`src/pm_pkg.sv`:
```
// constants, register map and types of the performance monitor
// assumes a single 10 MHz system clock and a plain word-addressed register port
package pm_pkg;

	// clock and one-second timing
	localparam int unsigned CLK_HZ = 10_000_000;
	localparam int unsigned SECOND_MS = 1000;
	localparam int unsigned SECOND_CYCLES = SECOND_MS * (CLK_HZ / 1000);

	// classification thresholds
	localparam int unsigned SES_PERCENT = 30;
	localparam int unsigned LINE_SES_LIMIT = 44;
	localparam logic [3:0] PARITY_MAX_PER_FRAME = 4'h8;
	localparam logic [3:0] UNAVAIL_RUN = 4'hA;
	localparam logic [3:0] SES_BACKOUT = 4'h9;
	localparam logic [15:0] PARITY_K_RESET = 16'h0001;

	// field offsets inside one block-based section (mux or regen)
	localparam int F_ES = 0;
	localparam int F_SES = 1;
	localparam int F_UAS = 2;
	localparam int F_BBE = 3;
	localparam int F_EB = 4;
	localparam int F_AVAIL_BLOCKS = 5;
	localparam int F_AVAIL_SECONDS = 6;
	localparam int SEC_FIELDS = 7;

	// counter indices, equal to their word addresses
	localparam int MUX_BASE = 0;
	localparam int REGEN_BASE = 7;
	localparam int LINE_CV = 14;
	localparam int LINE_ES = 15;
	localparam int LINE_SES = 16;
	localparam int LINE_UAS = 17;
	localparam int SECT_CV = 18;
	localparam int SECT_ES = 19;
	localparam int FRAMING_SES = 20;
	localparam int SECT_SES = 21;
	localparam int NUM_COUNTERS = 22;

	// control and status words
	localparam logic [4:0] ADDR_CTRL = 5'h18;
	localparam logic [4:0] ADDR_PARITY_K = 5'h19;
	localparam logic [4:0] ADDR_STATUS = 5'h1A;
	localparam logic [4:0] ADDR_CUR_SECT_CV = 5'h1B;
	localparam logic [4:0] ADDR_CUR_LINE_CV = 5'h1C;
	localparam int CTRL_CLEAR_BIT = 0;

	typedef enum logic [1:0] {
		ST_AVAIL = 2'b01,
		ST_UNAVAIL = 2'b10
	} avail_state_type;

endpackage

```
`src/second_tick.sv`:
```
// one-second enable pulse divided down from the system clock
// assumes PERIOD of at least one cycle
`timescale 1ns/1ps
`default_nettype none
module second_tick #(
	parameter int unsigned PERIOD = pm_pkg::SECOND_CYCLES
) (
	input wire logic clk,
	input wire logic rst_n,
	output logic tick
);
	logic [31:0] count_q;
	logic at_end;

	assign at_end = (count_q == 32'(PERIOD - 1));
	// one-cycle pulse on the last count of each second
	assign tick = at_end;

	// free-running divider, never stalls
	always_ff @(posedge clk or negedge rst_n) begin
		if (!rst_n) begin
			count_q <= 32'h00000000;
		end else if (at_end) begin
			count_q <= 32'h00000000;
		end else begin
			count_q <= count_q + 32'h00000001;
		end
	end
endmodule
`default_nettype wire

```
`src/avail_tracker.sv`:
```
// availability state of one layer, driven by per-second severity
// assumes tick is a one-cycle pulse and severe is valid in that cycle
`timescale 1ns/1ps
`default_nettype none
module avail_tracker (
	input wire logic clk,
	input wire logic rst_n,
	input wire logic tick,
	input wire logic severe,
	output logic unavailable,
	output logic entering,
	output logic uas_second
);
	pm_pkg::avail_state_type state_q;
	logic [3:0] run_q;
	logic last_of_run;
	logic leaving;

	// run_q counts qualifying seconds toward a change of state
	assign last_of_run = (run_q == pm_pkg::UNAVAIL_RUN - 4'h1);
	assign entering = tick && (state_q == pm_pkg::ST_AVAIL) && severe && last_of_run;
	assign leaving = tick && (state_q == pm_pkg::ST_UNAVAIL) && !severe && last_of_run;
	// the exit run itself is still unavailable time
	assign uas_second = tick && ((state_q == pm_pkg::ST_UNAVAIL) || entering);
	assign unavailable = (state_q == pm_pkg::ST_UNAVAIL);

	// state changes only on the second boundary
	always_ff @(posedge clk or negedge rst_n) begin
		if (!rst_n) begin
			state_q <= pm_pkg::ST_AVAIL;
		end else begin
			case (state_q)
				pm_pkg::ST_AVAIL: begin
					if (entering) begin
						state_q <= pm_pkg::ST_UNAVAIL;
					end
				end
				pm_pkg::ST_UNAVAIL: begin
					if (leaving) begin
						state_q <= pm_pkg::ST_AVAIL;
					end
				end
				default: begin
					state_q <= pm_pkg::ST_AVAIL;
				end
			endcase
		end
	end

	// a second of the opposite kind restarts the run
	always_ff @(posedge clk or negedge rst_n) begin
		if (!rst_n) begin
			run_q <= 4'h0;
		end else if (tick) begin
			if (entering || leaving) begin
				run_q <= 4'h0;
			end else if ((state_q == pm_pkg::ST_AVAIL) == severe) begin
				run_q <= run_q + 4'h1;
			end else begin
				run_q <= 4'h0;
			end
		end
	end
endmodule
`default_nettype wire

```
`src/perf_monitor.sv`:
```
// per-second performance accumulation for mux/regen sections and line/section layers
// assumes all inputs synchronous to SYS_CLK; pulses are one cycle per event
//
// Functional notes
// - block with any bit error is errored
// - errored second: errored block or defect
// - severe second: 30% errored blocks or defect
// - background errors only outside severe seconds
// - background ratio counts: blocks outside severe, available
// - errored ratio counts: errored and available seconds
// - severe ratio counts: severe and available seconds
// - mux unavailable after ten severe, leaves after ten
// - entering unavailability moves severe seconds to unavailable
// - regen section has own unavailable tracking
// - line violations sum bipolar and excess zeros
// - parity errors up to eight per frame
// - line errored second: violation or signal loss
// - section errored second: parity, framing, signal loss
// - framing severe second whenever framing defect present
// - section severe: parity at K, framing, loss
// - line unavailable after ten severe seconds
//
// The implementer's own choices: the register addresses and the address-and-strobe port.
`timescale 1ns/1ps
`default_nettype none
module perf_monitor #(
	parameter int unsigned SECOND_CYCLES = pm_pkg::SECOND_CYCLES,
	parameter int unsigned BIT_ERR_W = 8
) (
	input wire logic SYS_CLK,
	input wire logic RST_N,
	input wire logic MUX_BLOCK_DONE,
	input wire logic [BIT_ERR_W-1:0] MUX_BLOCK_BIT_ERRORS,
	input wire logic MUX_DEFECT,
	input wire logic REGEN_BLOCK_DONE,
	input wire logic [BIT_ERR_W-1:0] REGEN_BLOCK_BIT_ERRORS,
	input wire logic REGEN_DEFECT,
	input wire logic SECTION_FRAME_DONE,
	input wire logic [3:0] SECTION_PARITY_ERRORS,
	input wire logic BIPOLAR_VIOLATION_EVENT,
	input wire logic EXCESS_ZEROS_EVENT,
	input wire logic LOSS_OF_SIGNAL,
	input wire logic SEVERE_FRAMING_DEFECT,
	input wire logic LINE_DEFECT,
	input wire logic [4:0] REG_ADDR,
	input wire logic [31:0] REG_WDATA,
	input wire logic REG_WR,
	input wire logic REG_RD,
	output logic [31:0] REG_RDATA,
	output logic SECOND_TICK,
	output logic MUX_UNAVAILABLE,
	output logic REGEN_UNAVAILABLE,
	output logic LINE_UNAVAILABLE
);
	localparam int NCNT = pm_pkg::NUM_COUNTERS;
	localparam int NF = pm_pkg::SEC_FIELDS;

	logic tick;
	logic clear_all;
	logic [15:0] parity_k_q;
	logic [31:0] cnt_q [NCNT];
	logic [31:0] cnt_inc [NCNT];
	logic [3:0] cnt_dec [NCNT];

	// per-section inputs gathered for the generate loop
	logic [1:0] blk_done;
	logic [1:0][BIT_ERR_W-1:0] blk_bits;
	logic [1:0] sec_defect;
	logic [1:0][NF-1:0][31:0] sec_inc;
	logic [1:0][NF-1:0][3:0] sec_dec;
	logic [1:0] sec_unavail;

	assign blk_done = {REGEN_BLOCK_DONE, MUX_BLOCK_DONE};
	assign blk_bits = {REGEN_BLOCK_BIT_ERRORS, MUX_BLOCK_BIT_ERRORS};
	assign sec_defect = {REGEN_DEFECT, MUX_DEFECT};

	second_tick #(
		.PERIOD(SECOND_CYCLES)
	) u_tick (
		.clk(SYS_CLK),
		.rst_n(RST_N),
		.tick(tick)
	);

	assign SECOND_TICK = tick;

	// software clear is a one-cycle strobe from the control word
	assign clear_all = REG_WR && (REG_ADDR == pm_pkg::ADDR_CTRL) &&
		REG_WDATA[pm_pkg::CTRL_CLEAR_BIT];

	// block-based sections: index 0 is mux, index 1 is regen
	for (genvar s = 0; s < 2; s++) begin : g_sect
		logic [31:0] blocks_q;
		logic [31:0] eb_q;
		logic defect_q;
		logic blk_err;
		logic [31:0] blocks_now;
		logic [31:0] eb_now;
		logic defect_now;
		logic [47:0] eb_pct;
		logic [47:0] blk_pct;
		logic severe;
		logic errored;
		logic entering;
		logic uas_sec;
		logic avail_sec;
		logic quiet_sec;

		assign blk_err = blk_done[s] && (blk_bits[s] != '0);
		// include this cycle's event so nothing falls between seconds
		assign blocks_now = blocks_q + {31'h00000000, blk_done[s]};
		assign eb_now = eb_q + {31'h00000000, blk_err};
		assign defect_now = defect_q || sec_defect[s];

		// per-second accumulators, restarted on every tick
		always_ff @(posedge SYS_CLK or negedge RST_N) begin
			if (!RST_N) begin
				blocks_q <= 32'h00000000;
				eb_q <= 32'h00000000;
				defect_q <= 1'b0;
			end else if (tick) begin
				blocks_q <= 32'h00000000;
				eb_q <= 32'h00000000;
				defect_q <= 1'b0;
			end else begin
				blocks_q <= blocks_now;
				eb_q <= eb_now;
				defect_q <= defect_now;
			end
		end

		// integer compare avoids a divider: eb*100 >= blocks*30
		assign eb_pct = 48'(eb_now) * 48'(100);
		assign blk_pct = 48'(blocks_now) * 48'(pm_pkg::SES_PERCENT);
		assign severe = defect_now ||
			((blocks_now != 32'h00000000) && (eb_pct >= blk_pct));
		assign errored = (eb_now != 32'h00000000) || defect_now || severe;

		avail_tracker u_avail (
			.clk(SYS_CLK),
			.rst_n(RST_N),
			.tick(tick),
			.severe(severe),
			.unavailable(sec_unavail[s]),
			.entering(entering),
			.uas_second(uas_sec)
		);

		assign avail_sec = tick && !uas_sec;
		assign quiet_sec = avail_sec && !severe;

		// increments and backouts for this section's counters
		assign sec_inc[s][pm_pkg::F_ES] = {31'h00000000, avail_sec && errored};
		assign sec_inc[s][pm_pkg::F_SES] = {31'h00000000, avail_sec && severe};
		assign sec_inc[s][pm_pkg::F_UAS] = !uas_sec ? 32'h00000000 :
			(entering ? 32'(pm_pkg::UNAVAIL_RUN) : 32'h00000001);
		assign sec_inc[s][pm_pkg::F_BBE] = quiet_sec ? eb_now : 32'h00000000;
		assign sec_inc[s][pm_pkg::F_EB] = {31'h00000000, blk_err};
		assign sec_inc[s][pm_pkg::F_AVAIL_BLOCKS] = quiet_sec ? blocks_now : 32'h00000000;
		assign sec_inc[s][pm_pkg::F_AVAIL_SECONDS] = {31'h00000000, avail_sec};
		assign sec_dec[s][pm_pkg::F_ES] = 4'h0;
		assign sec_dec[s][pm_pkg::F_SES] = entering ? pm_pkg::SES_BACKOUT : 4'h0;
		assign sec_dec[s][pm_pkg::F_UAS] = 4'h0;
		assign sec_dec[s][pm_pkg::F_BBE] = 4'h0;
		assign sec_dec[s][pm_pkg::F_EB] = 4'h0;
		assign sec_dec[s][pm_pkg::F_AVAIL_BLOCKS] = 4'h0;
		assign sec_dec[s][pm_pkg::F_AVAIL_SECONDS] = entering ? pm_pkg::SES_BACKOUT : 4'h0;
	end

	assign MUX_UNAVAILABLE = sec_unavail[0];
	assign REGEN_UNAVAILABLE = sec_unavail[1];

	// line layer: coding violations per second
	logic [1:0] line_events;
	logic [31:0] line_cv_q;
	logic [31:0] line_cv_now;
	logic los_q;
	logic line_def_q;
	logic los_now;
	logic line_def_now;
	logic line_severe;
	logic line_errored;
	logic line_entering;
	logic line_uas_sec;
	logic line_avail_sec;

	assign line_events = {1'b0, BIPOLAR_VIOLATION_EVENT} + {1'b0, EXCESS_ZEROS_EVENT};
	assign line_cv_now = line_cv_q + {30'h00000000, line_events};
	assign los_now = los_q || LOSS_OF_SIGNAL;
	assign line_def_now = line_def_q || LINE_DEFECT;

	// defects are sticky within a second so a short dropout still counts
	always_ff @(posedge SYS_CLK or negedge RST_N) begin
		if (!RST_N) begin
			line_cv_q <= 32'h00000000;
			los_q <= 1'b0;
			line_def_q <= 1'b0;
		end else if (tick) begin
			line_cv_q <= 32'h00000000;
			los_q <= 1'b0;
			line_def_q <= 1'b0;
		end else begin
			line_cv_q <= line_cv_now;
			los_q <= los_now;
			line_def_q <= line_def_now;
		end
	end

	assign line_severe = (line_cv_now > 32'(pm_pkg::LINE_SES_LIMIT)) ||
		los_now || line_def_now;
	assign line_errored = (line_cv_now != 32'h00000000) || los_now;

	avail_tracker u_line_avail (
		.clk(SYS_CLK),
		.rst_n(RST_N),
		.tick(tick),
		.severe(line_severe),
		.unavailable(LINE_UNAVAILABLE),
		.entering(line_entering),
		.uas_second(line_uas_sec)
	);

	assign line_avail_sec = tick && !line_uas_sec;

	// section layer: parity errors per second
	logic [3:0] parity_now;
	logic [31:0] sect_cv_q;
	logic [31:0] sect_cv_now;
	logic framing_def_q;
	logic framing_def_now;
	logic sect_severe;
	logic sect_errored;

	// framer cannot legally report more than eight; clamp a bad value
	assign parity_now = !SECTION_FRAME_DONE ? 4'h0 :
		((SECTION_PARITY_ERRORS > pm_pkg::PARITY_MAX_PER_FRAME) ?
		pm_pkg::PARITY_MAX_PER_FRAME : SECTION_PARITY_ERRORS);
	assign sect_cv_now = sect_cv_q + {28'h0000000, parity_now};
	assign framing_def_now = framing_def_q || SEVERE_FRAMING_DEFECT;

	// current-second parity register and framing defect memory
	always_ff @(posedge SYS_CLK or negedge RST_N) begin
		if (!RST_N) begin
			sect_cv_q <= 32'h00000000;
			framing_def_q <= 1'b0;
		end else if (tick) begin
			sect_cv_q <= 32'h00000000;
			framing_def_q <= 1'b0;
		end else begin
			sect_cv_q <= sect_cv_now;
			framing_def_q <= framing_def_now;
		end
	end

	// a threshold of zero would mark every second severe, so it acts as one
	assign sect_severe = ((sect_cv_now != 32'h00000000) &&
		(sect_cv_now >= {16'h0000, parity_k_q})) || framing_def_now || los_now;
	assign sect_errored = (sect_cv_now != 32'h00000000) || framing_def_now || los_now;

	// gather every counter's increment and backout
	always_comb begin
		for (int i = 0; i < NCNT; i++) begin
			cnt_inc[i] = 32'h00000000;
			cnt_dec[i] = 4'h0;
		end
		for (int f = 0; f < NF; f++) begin
			cnt_inc[pm_pkg::MUX_BASE + f] = sec_inc[0][f];
			cnt_dec[pm_pkg::MUX_BASE + f] = sec_dec[0][f];
			cnt_inc[pm_pkg::REGEN_BASE + f] = sec_inc[1][f];
			cnt_dec[pm_pkg::REGEN_BASE + f] = sec_dec[1][f];
		end
		cnt_inc[pm_pkg::LINE_CV] = {30'h00000000, line_events};
		cnt_inc[pm_pkg::LINE_ES] = {31'h00000000, line_avail_sec && line_errored};
		cnt_inc[pm_pkg::LINE_SES] = {31'h00000000, line_avail_sec && line_severe};
		cnt_dec[pm_pkg::LINE_SES] = line_entering ? pm_pkg::SES_BACKOUT : 4'h0;
		cnt_inc[pm_pkg::LINE_UAS] = !line_uas_sec ? 32'h00000000 :
			(line_entering ? 32'(pm_pkg::UNAVAIL_RUN) : 32'h00000001);
		cnt_inc[pm_pkg::SECT_CV] = {28'h0000000, parity_now};
		cnt_inc[pm_pkg::SECT_ES] = {31'h00000000, tick && sect_errored};
		cnt_inc[pm_pkg::FRAMING_SES] = {31'h00000000, tick && framing_def_now};
		cnt_inc[pm_pkg::SECT_SES] = {31'h00000000, tick && sect_severe};
	end

	// counter bank; a backout after a software clear floors at zero
	always_ff @(posedge SYS_CLK or negedge RST_N) begin
		if (!RST_N) begin
			for (int i = 0; i < NCNT; i++) begin
				cnt_q[i] <= 32'h00000000;
			end
		end else if (clear_all) begin
			for (int i = 0; i < NCNT; i++) begin
				cnt_q[i] <= 32'h00000000;
			end
		end else begin
			for (int i = 0; i < NCNT; i++) begin
				if ({28'h0000000, cnt_dec[i]} > cnt_q[i] + cnt_inc[i]) begin
					cnt_q[i] <= 32'h00000000;
				end else begin
					cnt_q[i] <= cnt_q[i] + cnt_inc[i] - {28'h0000000, cnt_dec[i]};
				end
			end
		end
	end

	// programmable parity threshold
	always_ff @(posedge SYS_CLK or negedge RST_N) begin
		if (!RST_N) begin
			parity_k_q <= pm_pkg::PARITY_K_RESET;
		end else if (REG_WR && (REG_ADDR == pm_pkg::ADDR_PARITY_K)) begin
			parity_k_q <= REG_WDATA[15:0];
		end
	end

	// read data registered, valid only in the cycle after the strobe
	always_ff @(posedge SYS_CLK or negedge RST_N) begin
		if (!RST_N) begin
			REG_RDATA <= 32'h00000000;
		end else if (REG_RD) begin
			if (REG_ADDR < 5'(NCNT)) begin
				REG_RDATA <= cnt_q[REG_ADDR];
			end else begin
				case (REG_ADDR)
					pm_pkg::ADDR_PARITY_K: REG_RDATA <= {16'h0000, parity_k_q};
					pm_pkg::ADDR_STATUS: REG_RDATA <= {29'h00000000, LINE_UNAVAILABLE,
						REGEN_UNAVAILABLE, MUX_UNAVAILABLE};
					pm_pkg::ADDR_CUR_SECT_CV: REG_RDATA <= sect_cv_q;
					pm_pkg::ADDR_CUR_LINE_CV: REG_RDATA <= line_cv_q;
					default: REG_RDATA <= 32'h00000000;
				endcase
			end
		end else begin
			REG_RDATA <= 32'h00000000;
		end
	end
endmodule
`default_nettype wire

```
`config.mk`:
```
export PLATFORM = sky130hd
export DESIGN_NAME = perf_monitor
export DESIGN_NICKNAME = d
export VERILOG_FILES = /design/src/pm_pkg.sv /design/src/second_tick.sv /design/src/avail_tracker.sv /design/src/perf_monitor.sv
export SDC_FILE = /design/constraint.sdc
export NUM_CORES = 2
export LEC_CHECK = 0
export BUFFER_PORTS_ARGS = -buffer_cell sky130_fd_sc_hd__buf_2
export CORE_ASPECT_RATIO = 0.9
export CORE_MARGIN = 2
export CORE_UTILIZATION = 45
export DETAILED_ROUTE_END_ITERATION = 12
export RECOVER_POWER = 25
export REMOVE_ABC_BUFFERS = 1
export SLEW_MARGIN = 0
export SYNTH_ARGS = -nofsm -noshare
export SYNTH_HDL_FRONTEND = slang
export SYNTH_HIERARCHICAL = 1
export SYNTH_SLANG_ARGS = --single-unit
```
`constraint.sdc`:
```
create_clock -name SYS_CLK -period 16.51 [get_ports SYS_CLK]
set_input_delay 3.302 -clock SYS_CLK [delete_from_list [all_inputs] [get_ports SYS_CLK]]
set_output_delay 3.302 -clock SYS_CLK [all_outputs]
set_load 0.1 [all_outputs]
```
### Word-level counts from Yosys, hierarchy flattened

Index checks and enable logic that the tools add are counted.

* add/sub/neg operators: 38
* $mul: 4
* magnitude comparators: 29
* equal/unequal tests: 24
* multiplexer cells: 71
* bitwise operators: 1
* reductions and logical operators: 84

Operators with widths (number)
* $mux 32: 37
* $mux 704: 1
* $add 32x1->32: 17
* $gt 1x32->1 const A: 17
* $reduce_bool 32->1: 6
* $add 32x4->32: 5
* $bmux 32 s5: 1
* $gt 4x32->1: 5
* $sub 32x4->32: 5
* $add 32x32->32: 4
* $pmux 32 s4: 1
* $ge 39x37->1: 2
* $mul 32x5->37 const B: 2
* $mul 32x4->36 const B: 2
* $mux 4: 17
* $add 32x2->32: 2
* $logic_and 1x1->1: 43
* $add 32x1->32 const B: 1
* $eq 32x24->1 const B: 1
* $ge 32x16->1: 1
* $gt 32x6->1 const B: 1
* $eq 5x5->1 const B: 5
* $logic_or 1x1->1: 24
* $reduce_bool 8->1: 2
* other kinds (17): 49

* flip-flop bits (word level): 999
* input port bits: 71
* output and inout bits: 36
* logic and storage cells: 293

### Depth between registers and ports, before layout

* depth in word-level cells: 19
* gate-level depth with buffers: 60
* mapped depth without buffers: 59

### By module

The synthesis kept the hierarchy.

By module, submodules not included
* perf_monitor: instances 1, cells an instance 8239, area each 75368.5 µm², seq. area each 23749.0 µm²
* second_tick: instances 1, cells an instance 160, area each 1642.8 µm², seq. area each 800.8 µm²
* avail_tracker: instances 3, cells an instance 32, area each 349.1 µm², seq. area each 151.4 µm²

### Worst setup path before layout

Ideal clock, no wire load.

* path type: in2reg
* start: input MUX_BLOCK_BIT_ERRORS[5]
* end: register cnt_q[543] (netlist name)
* library setup time: 0.136 ns
* arrival: 13.614 ns
* required time: 16.374 ns
* setup slack: 2.760 ns
* stages: 56
* path buffers: 2
* cell sequence: nor4_1 > a21boi_0 > ha_1 > ha_1 > nand3_1 > inv_1 > and3_1 > xnor2_1 > inv_1 > ha_1 > ha_1 > inv_1 > fa_1 > inv_1 > ha_1 > o211ai_1 > a21oi_1 > o41ai_1 > (+20 left out) > nand2b_1 > or2_2 > o31a_1 > clkbuf_1 > clkbuf_1 > nor2_1 > ha_1 > a21oi_1 > o2111ai_1 > or3b_2 > a21o_1 > o211ai_1 > a31o_2 > o31ai_1 > nor3_1 > a311oi_1 > o21a_1 > nor3_1

* word-level cells in the longest chain between the ends: 19
* elaborated cells between the ends (all ways): 20
* those cells by class: add/sub (2); mul (1); order compare (2); mux (3); reduce/logical (12)

Ends and longest elaborated chain
* from (decl): line perf_monitor.sv:33 `input wire logic [BIT_ERR_W-1:0] MUX_BLOCK_BIT_ERRORS,`
* $reduce_bool 8->1 (*): line perf_monitor.sv:109 `assign blk_err = blk_done[s] && (blk_bits[s] != '0);`
* $logic_and 1x1->1 (*): line perf_monitor.sv:109
* $add 32x1->32 (*): line perf_monitor.sv:112 `assign eb_now = eb_q + {31'h00000000, blk_err};`
* $mul 32x5->37 (*): line perf_monitor.sv:133 `assign eb_pct = 48'(eb_now) * 48'(100);`
* $ge 39x37->1 (*): line perf_monitor.sv:136 `((blocks_now != 32'h00000000) && (eb_pct >= blk_pct));`
* $logic_and 1x1->1 (*): line perf_monitor.sv:136
* $logic_or 1x1->1 (*): line perf_monitor.sv:135 `assign severe = defect_now ||`
* via g_sect[0].severe: line perf_monitor.sv:102 `logic severe;`
* (+2 left out)
* via g_sect[0].entering: line perf_monitor.sv:104 `logic entering;`
* (+2 left out)
* via g_sect[0].uas_sec: line perf_monitor.sv:105 `logic uas_sec;`
* $logic_not 1->1 (*)
* $logic_and 1x1->1 (*): line perf_monitor.sv:149 `assign avail_sec = tick && !uas_sec;`
* $logic_and 1x1->1 (*): line perf_monitor.sv:150 `assign quiet_sec = avail_sec && !severe;`
* $mux 32 (*): line perf_monitor.sv:159 `assign sec_inc[s][pm_pkg::F_AVAIL_BLOCKS] = quiet_sec ? blocks_now : 32'h00000000;`
* $add 32x32->32 (*): line perf_monitor.sv:296, perf_monitor.sv:299
* $gt 1x32->1: line perf_monitor.sv:296 `if ({28'h0000000, cnt_dec[i]} > cnt_q[i] + cnt_inc[i]) begin`
* $mux 32 (*): line perf_monitor.sv:296
* $mux 704 (*): line perf_monitor.sv:290 `end else if (clear_all) begin`
* to (signal, indexed assignment): line perf_monitor.sv:299 `cnt_q[i] <= cnt_q[i] + cnt_inc[i] - {28'h0000000, cnt_dec[i]};`
* to (decl): line perf_monitor.sv:61 `logic [31:0] cnt_q [NCNT];`

The timed path passes the listed nets; every way through them passes the cells marked *.
A chain may end at the register's enable or synchronous reset.

### Final worst setup path

* start: input MUX_BLOCK_BIT_ERRORS[1]
* end: register cnt_q[542] (netlist name)

Same word-level chain as after synthesis.

==> impl_results.md <==
- Cell family with most CP delay: compound AO/OA/AOI/OAI gates
- Register area share after synthesis: 32.0%
- #FFs+latches synth: 999
- Most frequent cells after synthesis: nor2_1, dfrtp_1, ha_1
- Crit path required time: 17.15 ns
- Ranking of synthesized cells by area: dfrtp_1, ha_1, xor2_1
- Power per Cell Area: 103 nW/um^2
- Max-cap violations: 8
- Crit path largest cell delay: ~0.55 ns
- Core Area: 172,000 sq um
- Status: finished with violations
- Initial drt markers: 4,945
- Worst min-delay path class: register to register
- Fin. Hold Viols: 0
- Detailed Place HPWL: 164,000 um
- Routability congestion estimate: 0.948
- Hold_ws: 0.479 ns
- DR vias: about 62,000
- Fmax: 66.9 MHz
- Cell Area, Placed: 81,300 sq um
- Post-CTS setup repair buffer count: 0
- Syn Area/Cell: 9.19 sq um
- R2r endpoint: cnt_q[542]$_DFF_PN0_
- Post-Route Utilization: 49.7%
- Tmin final: 14.94 ns
- Synth Warn #: 6
- CP max FO: 15
- Clock skew: 0.0379 ns
- Crit path top cell by count: a21oi_1
- Maximum VDD drop: 0.235 mV
- Top FF cell, synth: dfrtp_1
- Worst setup path end: cnt_q[542]$_DFF_PN0_
- Slew Limit Headroom: -451%
- Clock Latency Late Sink: between 0.7 and 0.8 ns
- Worst setup SP type: input port
- Final Cell Area: about 85,000 sq um
- Ports: 107
- CP max-delay cell: xnor2_1
- RSZ-0062 raised after global routing: false
- Die Area: between 150,000 and 200,000 sq um
- Fin crit share: 90.5%
- Hold depth: 1
- Per-cell routed wire length: 19.5 um
- Worst r2r src: g_sect[0].blocks_q[0]$_DFF_PN0_
- Detailed Route WL: 212,000 um
- Post-synth ARST share: 100%
- Count of input and output buffers: 90
- Largest net degree at the start of global routing: 150
- CTS Buf Count: between 100 and 150
- Vias in the first global route: 59,700
- Netlist cell types: approximately 110
- Critical Path AT: 15.58 ns
- Synthesized area: between 70,000 and 80,000 sq um
- Area grow syn2layout: 9.24%
- Pleak: 42.6 nW
- Final net count: 9,431
- Fin. max-slew vios: 556
- Synth area leader: dfrtp_1
- Chip width: approximately 440 um
- Share of cells above drive strength 1: a little under a tenth
- Antenna viol nets, final: 0
- Initial cell density of the core: 45.5%
- Hold buffer count at CTS: 0
- CTS tree: yes
- Sequential cell area: 25,000 sq um
- # rows: about 140
- R2R depth: 54
- Via-to-Cell Ratio: 5.65
- Setup TNS: 0 ns
- CTS max path bufs: 3
- Critical path depth: 62
- DRT Pass-1 Iters: 7
- First-pass GRT wire length: roughly 340,000 um
- Worst R2R Setup Slack: 3.94 ns
- EDFF count, synth: 0
- # setup viols final: 0
- Fillcell total: 16,000
- CTS H-tree lvls: 3
- Multi-input logic area: 49,500 sq um
- Post-synthesis cell count: 8,495
- Clock slew at reported path FFs: 0.07 ns
- Crit path buf inv count: 10
- Violated checks: max-capacitance violations, max-slew violations
- Share of the synthesized area in the top cell type: 31.9%
- Clk root buf: clkbuf_16
- Grt ovf: 0
- CTS resizes: 0
- Worst-margin pin slew: 8.27 ns
- Num Clock Sinks: ~1,000
- Worst Setup End Kind: register
- Crit path from: MUX_BLOCK_BIT_ERRORS[1]
- WS Path Type: input port to register
- Die Span Y: 399 um
- Most frequent cell after synthesis: nor2_1
- DRC: 0
- GR Util All Layers: 24.0%
- Initial antenna violation count: 11
-- layout make-up --
| class | instances | share of cell area, % |
|---|---|---|
| well taps | 2263 | 3.32 |
| flip-flops and latches | 999 | 29.3 |
| clock inverters | 48 | 0.767 |
| repair buffers | 235 | 1.81 |
| inverters | 622 | 2.74 |
| diodes | 5 | 0.0147 |
| clock buffers | 163 | 4.00 |
| multi-input cells | 6578 | 58.0 |
-- per-layer routing --
layer / up-vias / part of all wire (%) / global-route usage (%)
met4: 0 / 4.1 / 8.89
met1: 30400 / 47 / 34.3
met2: 1373 / 44 / 37.3
met5: - / 0 / 0
met3: 314 / 5.0 / 3.21
li1: 29600 / - / -
-- state kept, by name, indices dropped and copies added, names as in the netlist, 8 cells and up --
name	cells
REG_RDATA	32
u_tick/count_q	32
g_sect.eb_q	64
parity_k_q	16
cnt_q	704
line_cv_q	32
g_sect.u_avail/run_q	8
g_sect.blocks_q	64
sect_cv_q	32
-- layout by cell type (no fill, tap or decap), types with 19 or more instances in the layout --
cell type  Yosys  routed
clkbuf_8       0      33
xnor2_1      460     460
clkinv_2       0      23
nand2_1      505     506
and4_1        51      51
and2_1        96      96
a211oi_1      35      35
and3_1       202     202
buf_4         14     128
or2_2         34      34
nor4_1        47      48
nand2b_1      66      66
xor2_1       545     545
o2111ai_1     19      19
clkbuf_16      0     116
a21o_1       152     152
o211a_1       35      35
nand3_1      378     378
ha_1         628     628
mux2i_1       19      19
o21ai_0      225     225
or3_1         84      84
o31ai_1       25      25
dfrtp_1      995     995
mux4_2       192     192
nor2b_1       78      78
mux2_2        63      63
a21oi_1      391     391
a31oi_1       45      45
nor3_1       129     130
buf_2         36      87
nor2_1      1237    1235
o211ai_1      42      42
o21a_1        49      48
a22oi_1       69      69
inv_1        621     621
o21bai_1      36      36
fa_1         183     183
clkbuf_1     214      29
nand4_1      188     188
-- worst reg2reg max path, delay by kind of cell (launching register included) --
family          cells  cell delay (ns)
compound gates     23             5.19
xor+xnor            2             0.55
flops               1             0.37
buf+inv             7             1.08
fa+ha+maj           8             2.72
mux                 1             0.17
simple gates       13             2.40
-- cells by family after synthesis --
family,Yosys count,synth area share (%)
XOR/XNOR,1005,11.3
multiplexers,276,6.73
AO/OA/AOI/OAI,1291,10.8
adder cells (fa/ha/maj),811,14.8
AND/OR/NAND/NOR,3195,19.8
flip-flops,999,32.0
buffers and inverters,918,4.58
-- report_power, final --
| group | total [W] | internal [W] | leakage (nW) | switching [W] |
|---|---|---|---|---|
| logic | 0.00330 | 0.00142 | 26.9 | 0.00189 |
| registers | 0.00269 | 0.00256 | 13.7 | 0.000127 |
| clock network | 0.00275 | 0.00165 | 2.01 | 0.00110 |
| total | 0.00874 | 0.00563 | 42.6 | 0.00311 |
-- metrics by stage --
step                cells  power [W]  setup slack (ns)
finish              10900    0.00874              1.57
global route        10900    0.00943             0.209
CTS                 10900    0.00882              1.52
detailed placement  10700    0.00602             0.757
global placement    10700    0.00593             0.957
floorplan            8199    0.00515            -25.16
-- how the worst min path moves through the flow --
stage                                      start                      endpoint
global route        u_tick/count_q[31]$_DFF_PN0_  u_tick/count_q[31]$_DFF_PN0_
detailed placement  u_tick/count_q[31]$_DFF_PN0_  u_tick/count_q[31]$_DFF_PN0_
global placement    u_tick/count_q[31]$_DFF_PN0_  u_tick/count_q[31]$_DFF_PN0_
finish              u_tick/count_q[31]$_DFF_PN0_  u_tick/count_q[31]$_DFF_PN0_
floorplan           u_tick/count_q[31]$_DFF_PN0_  u_tick/count_q[31]$_DFF_PN0_
CTS                 u_tick/count_q[31]$_DFF_PN0_  u_tick/count_q[31]$_DFF_PN0_
(Power assumes the default switching activity.)
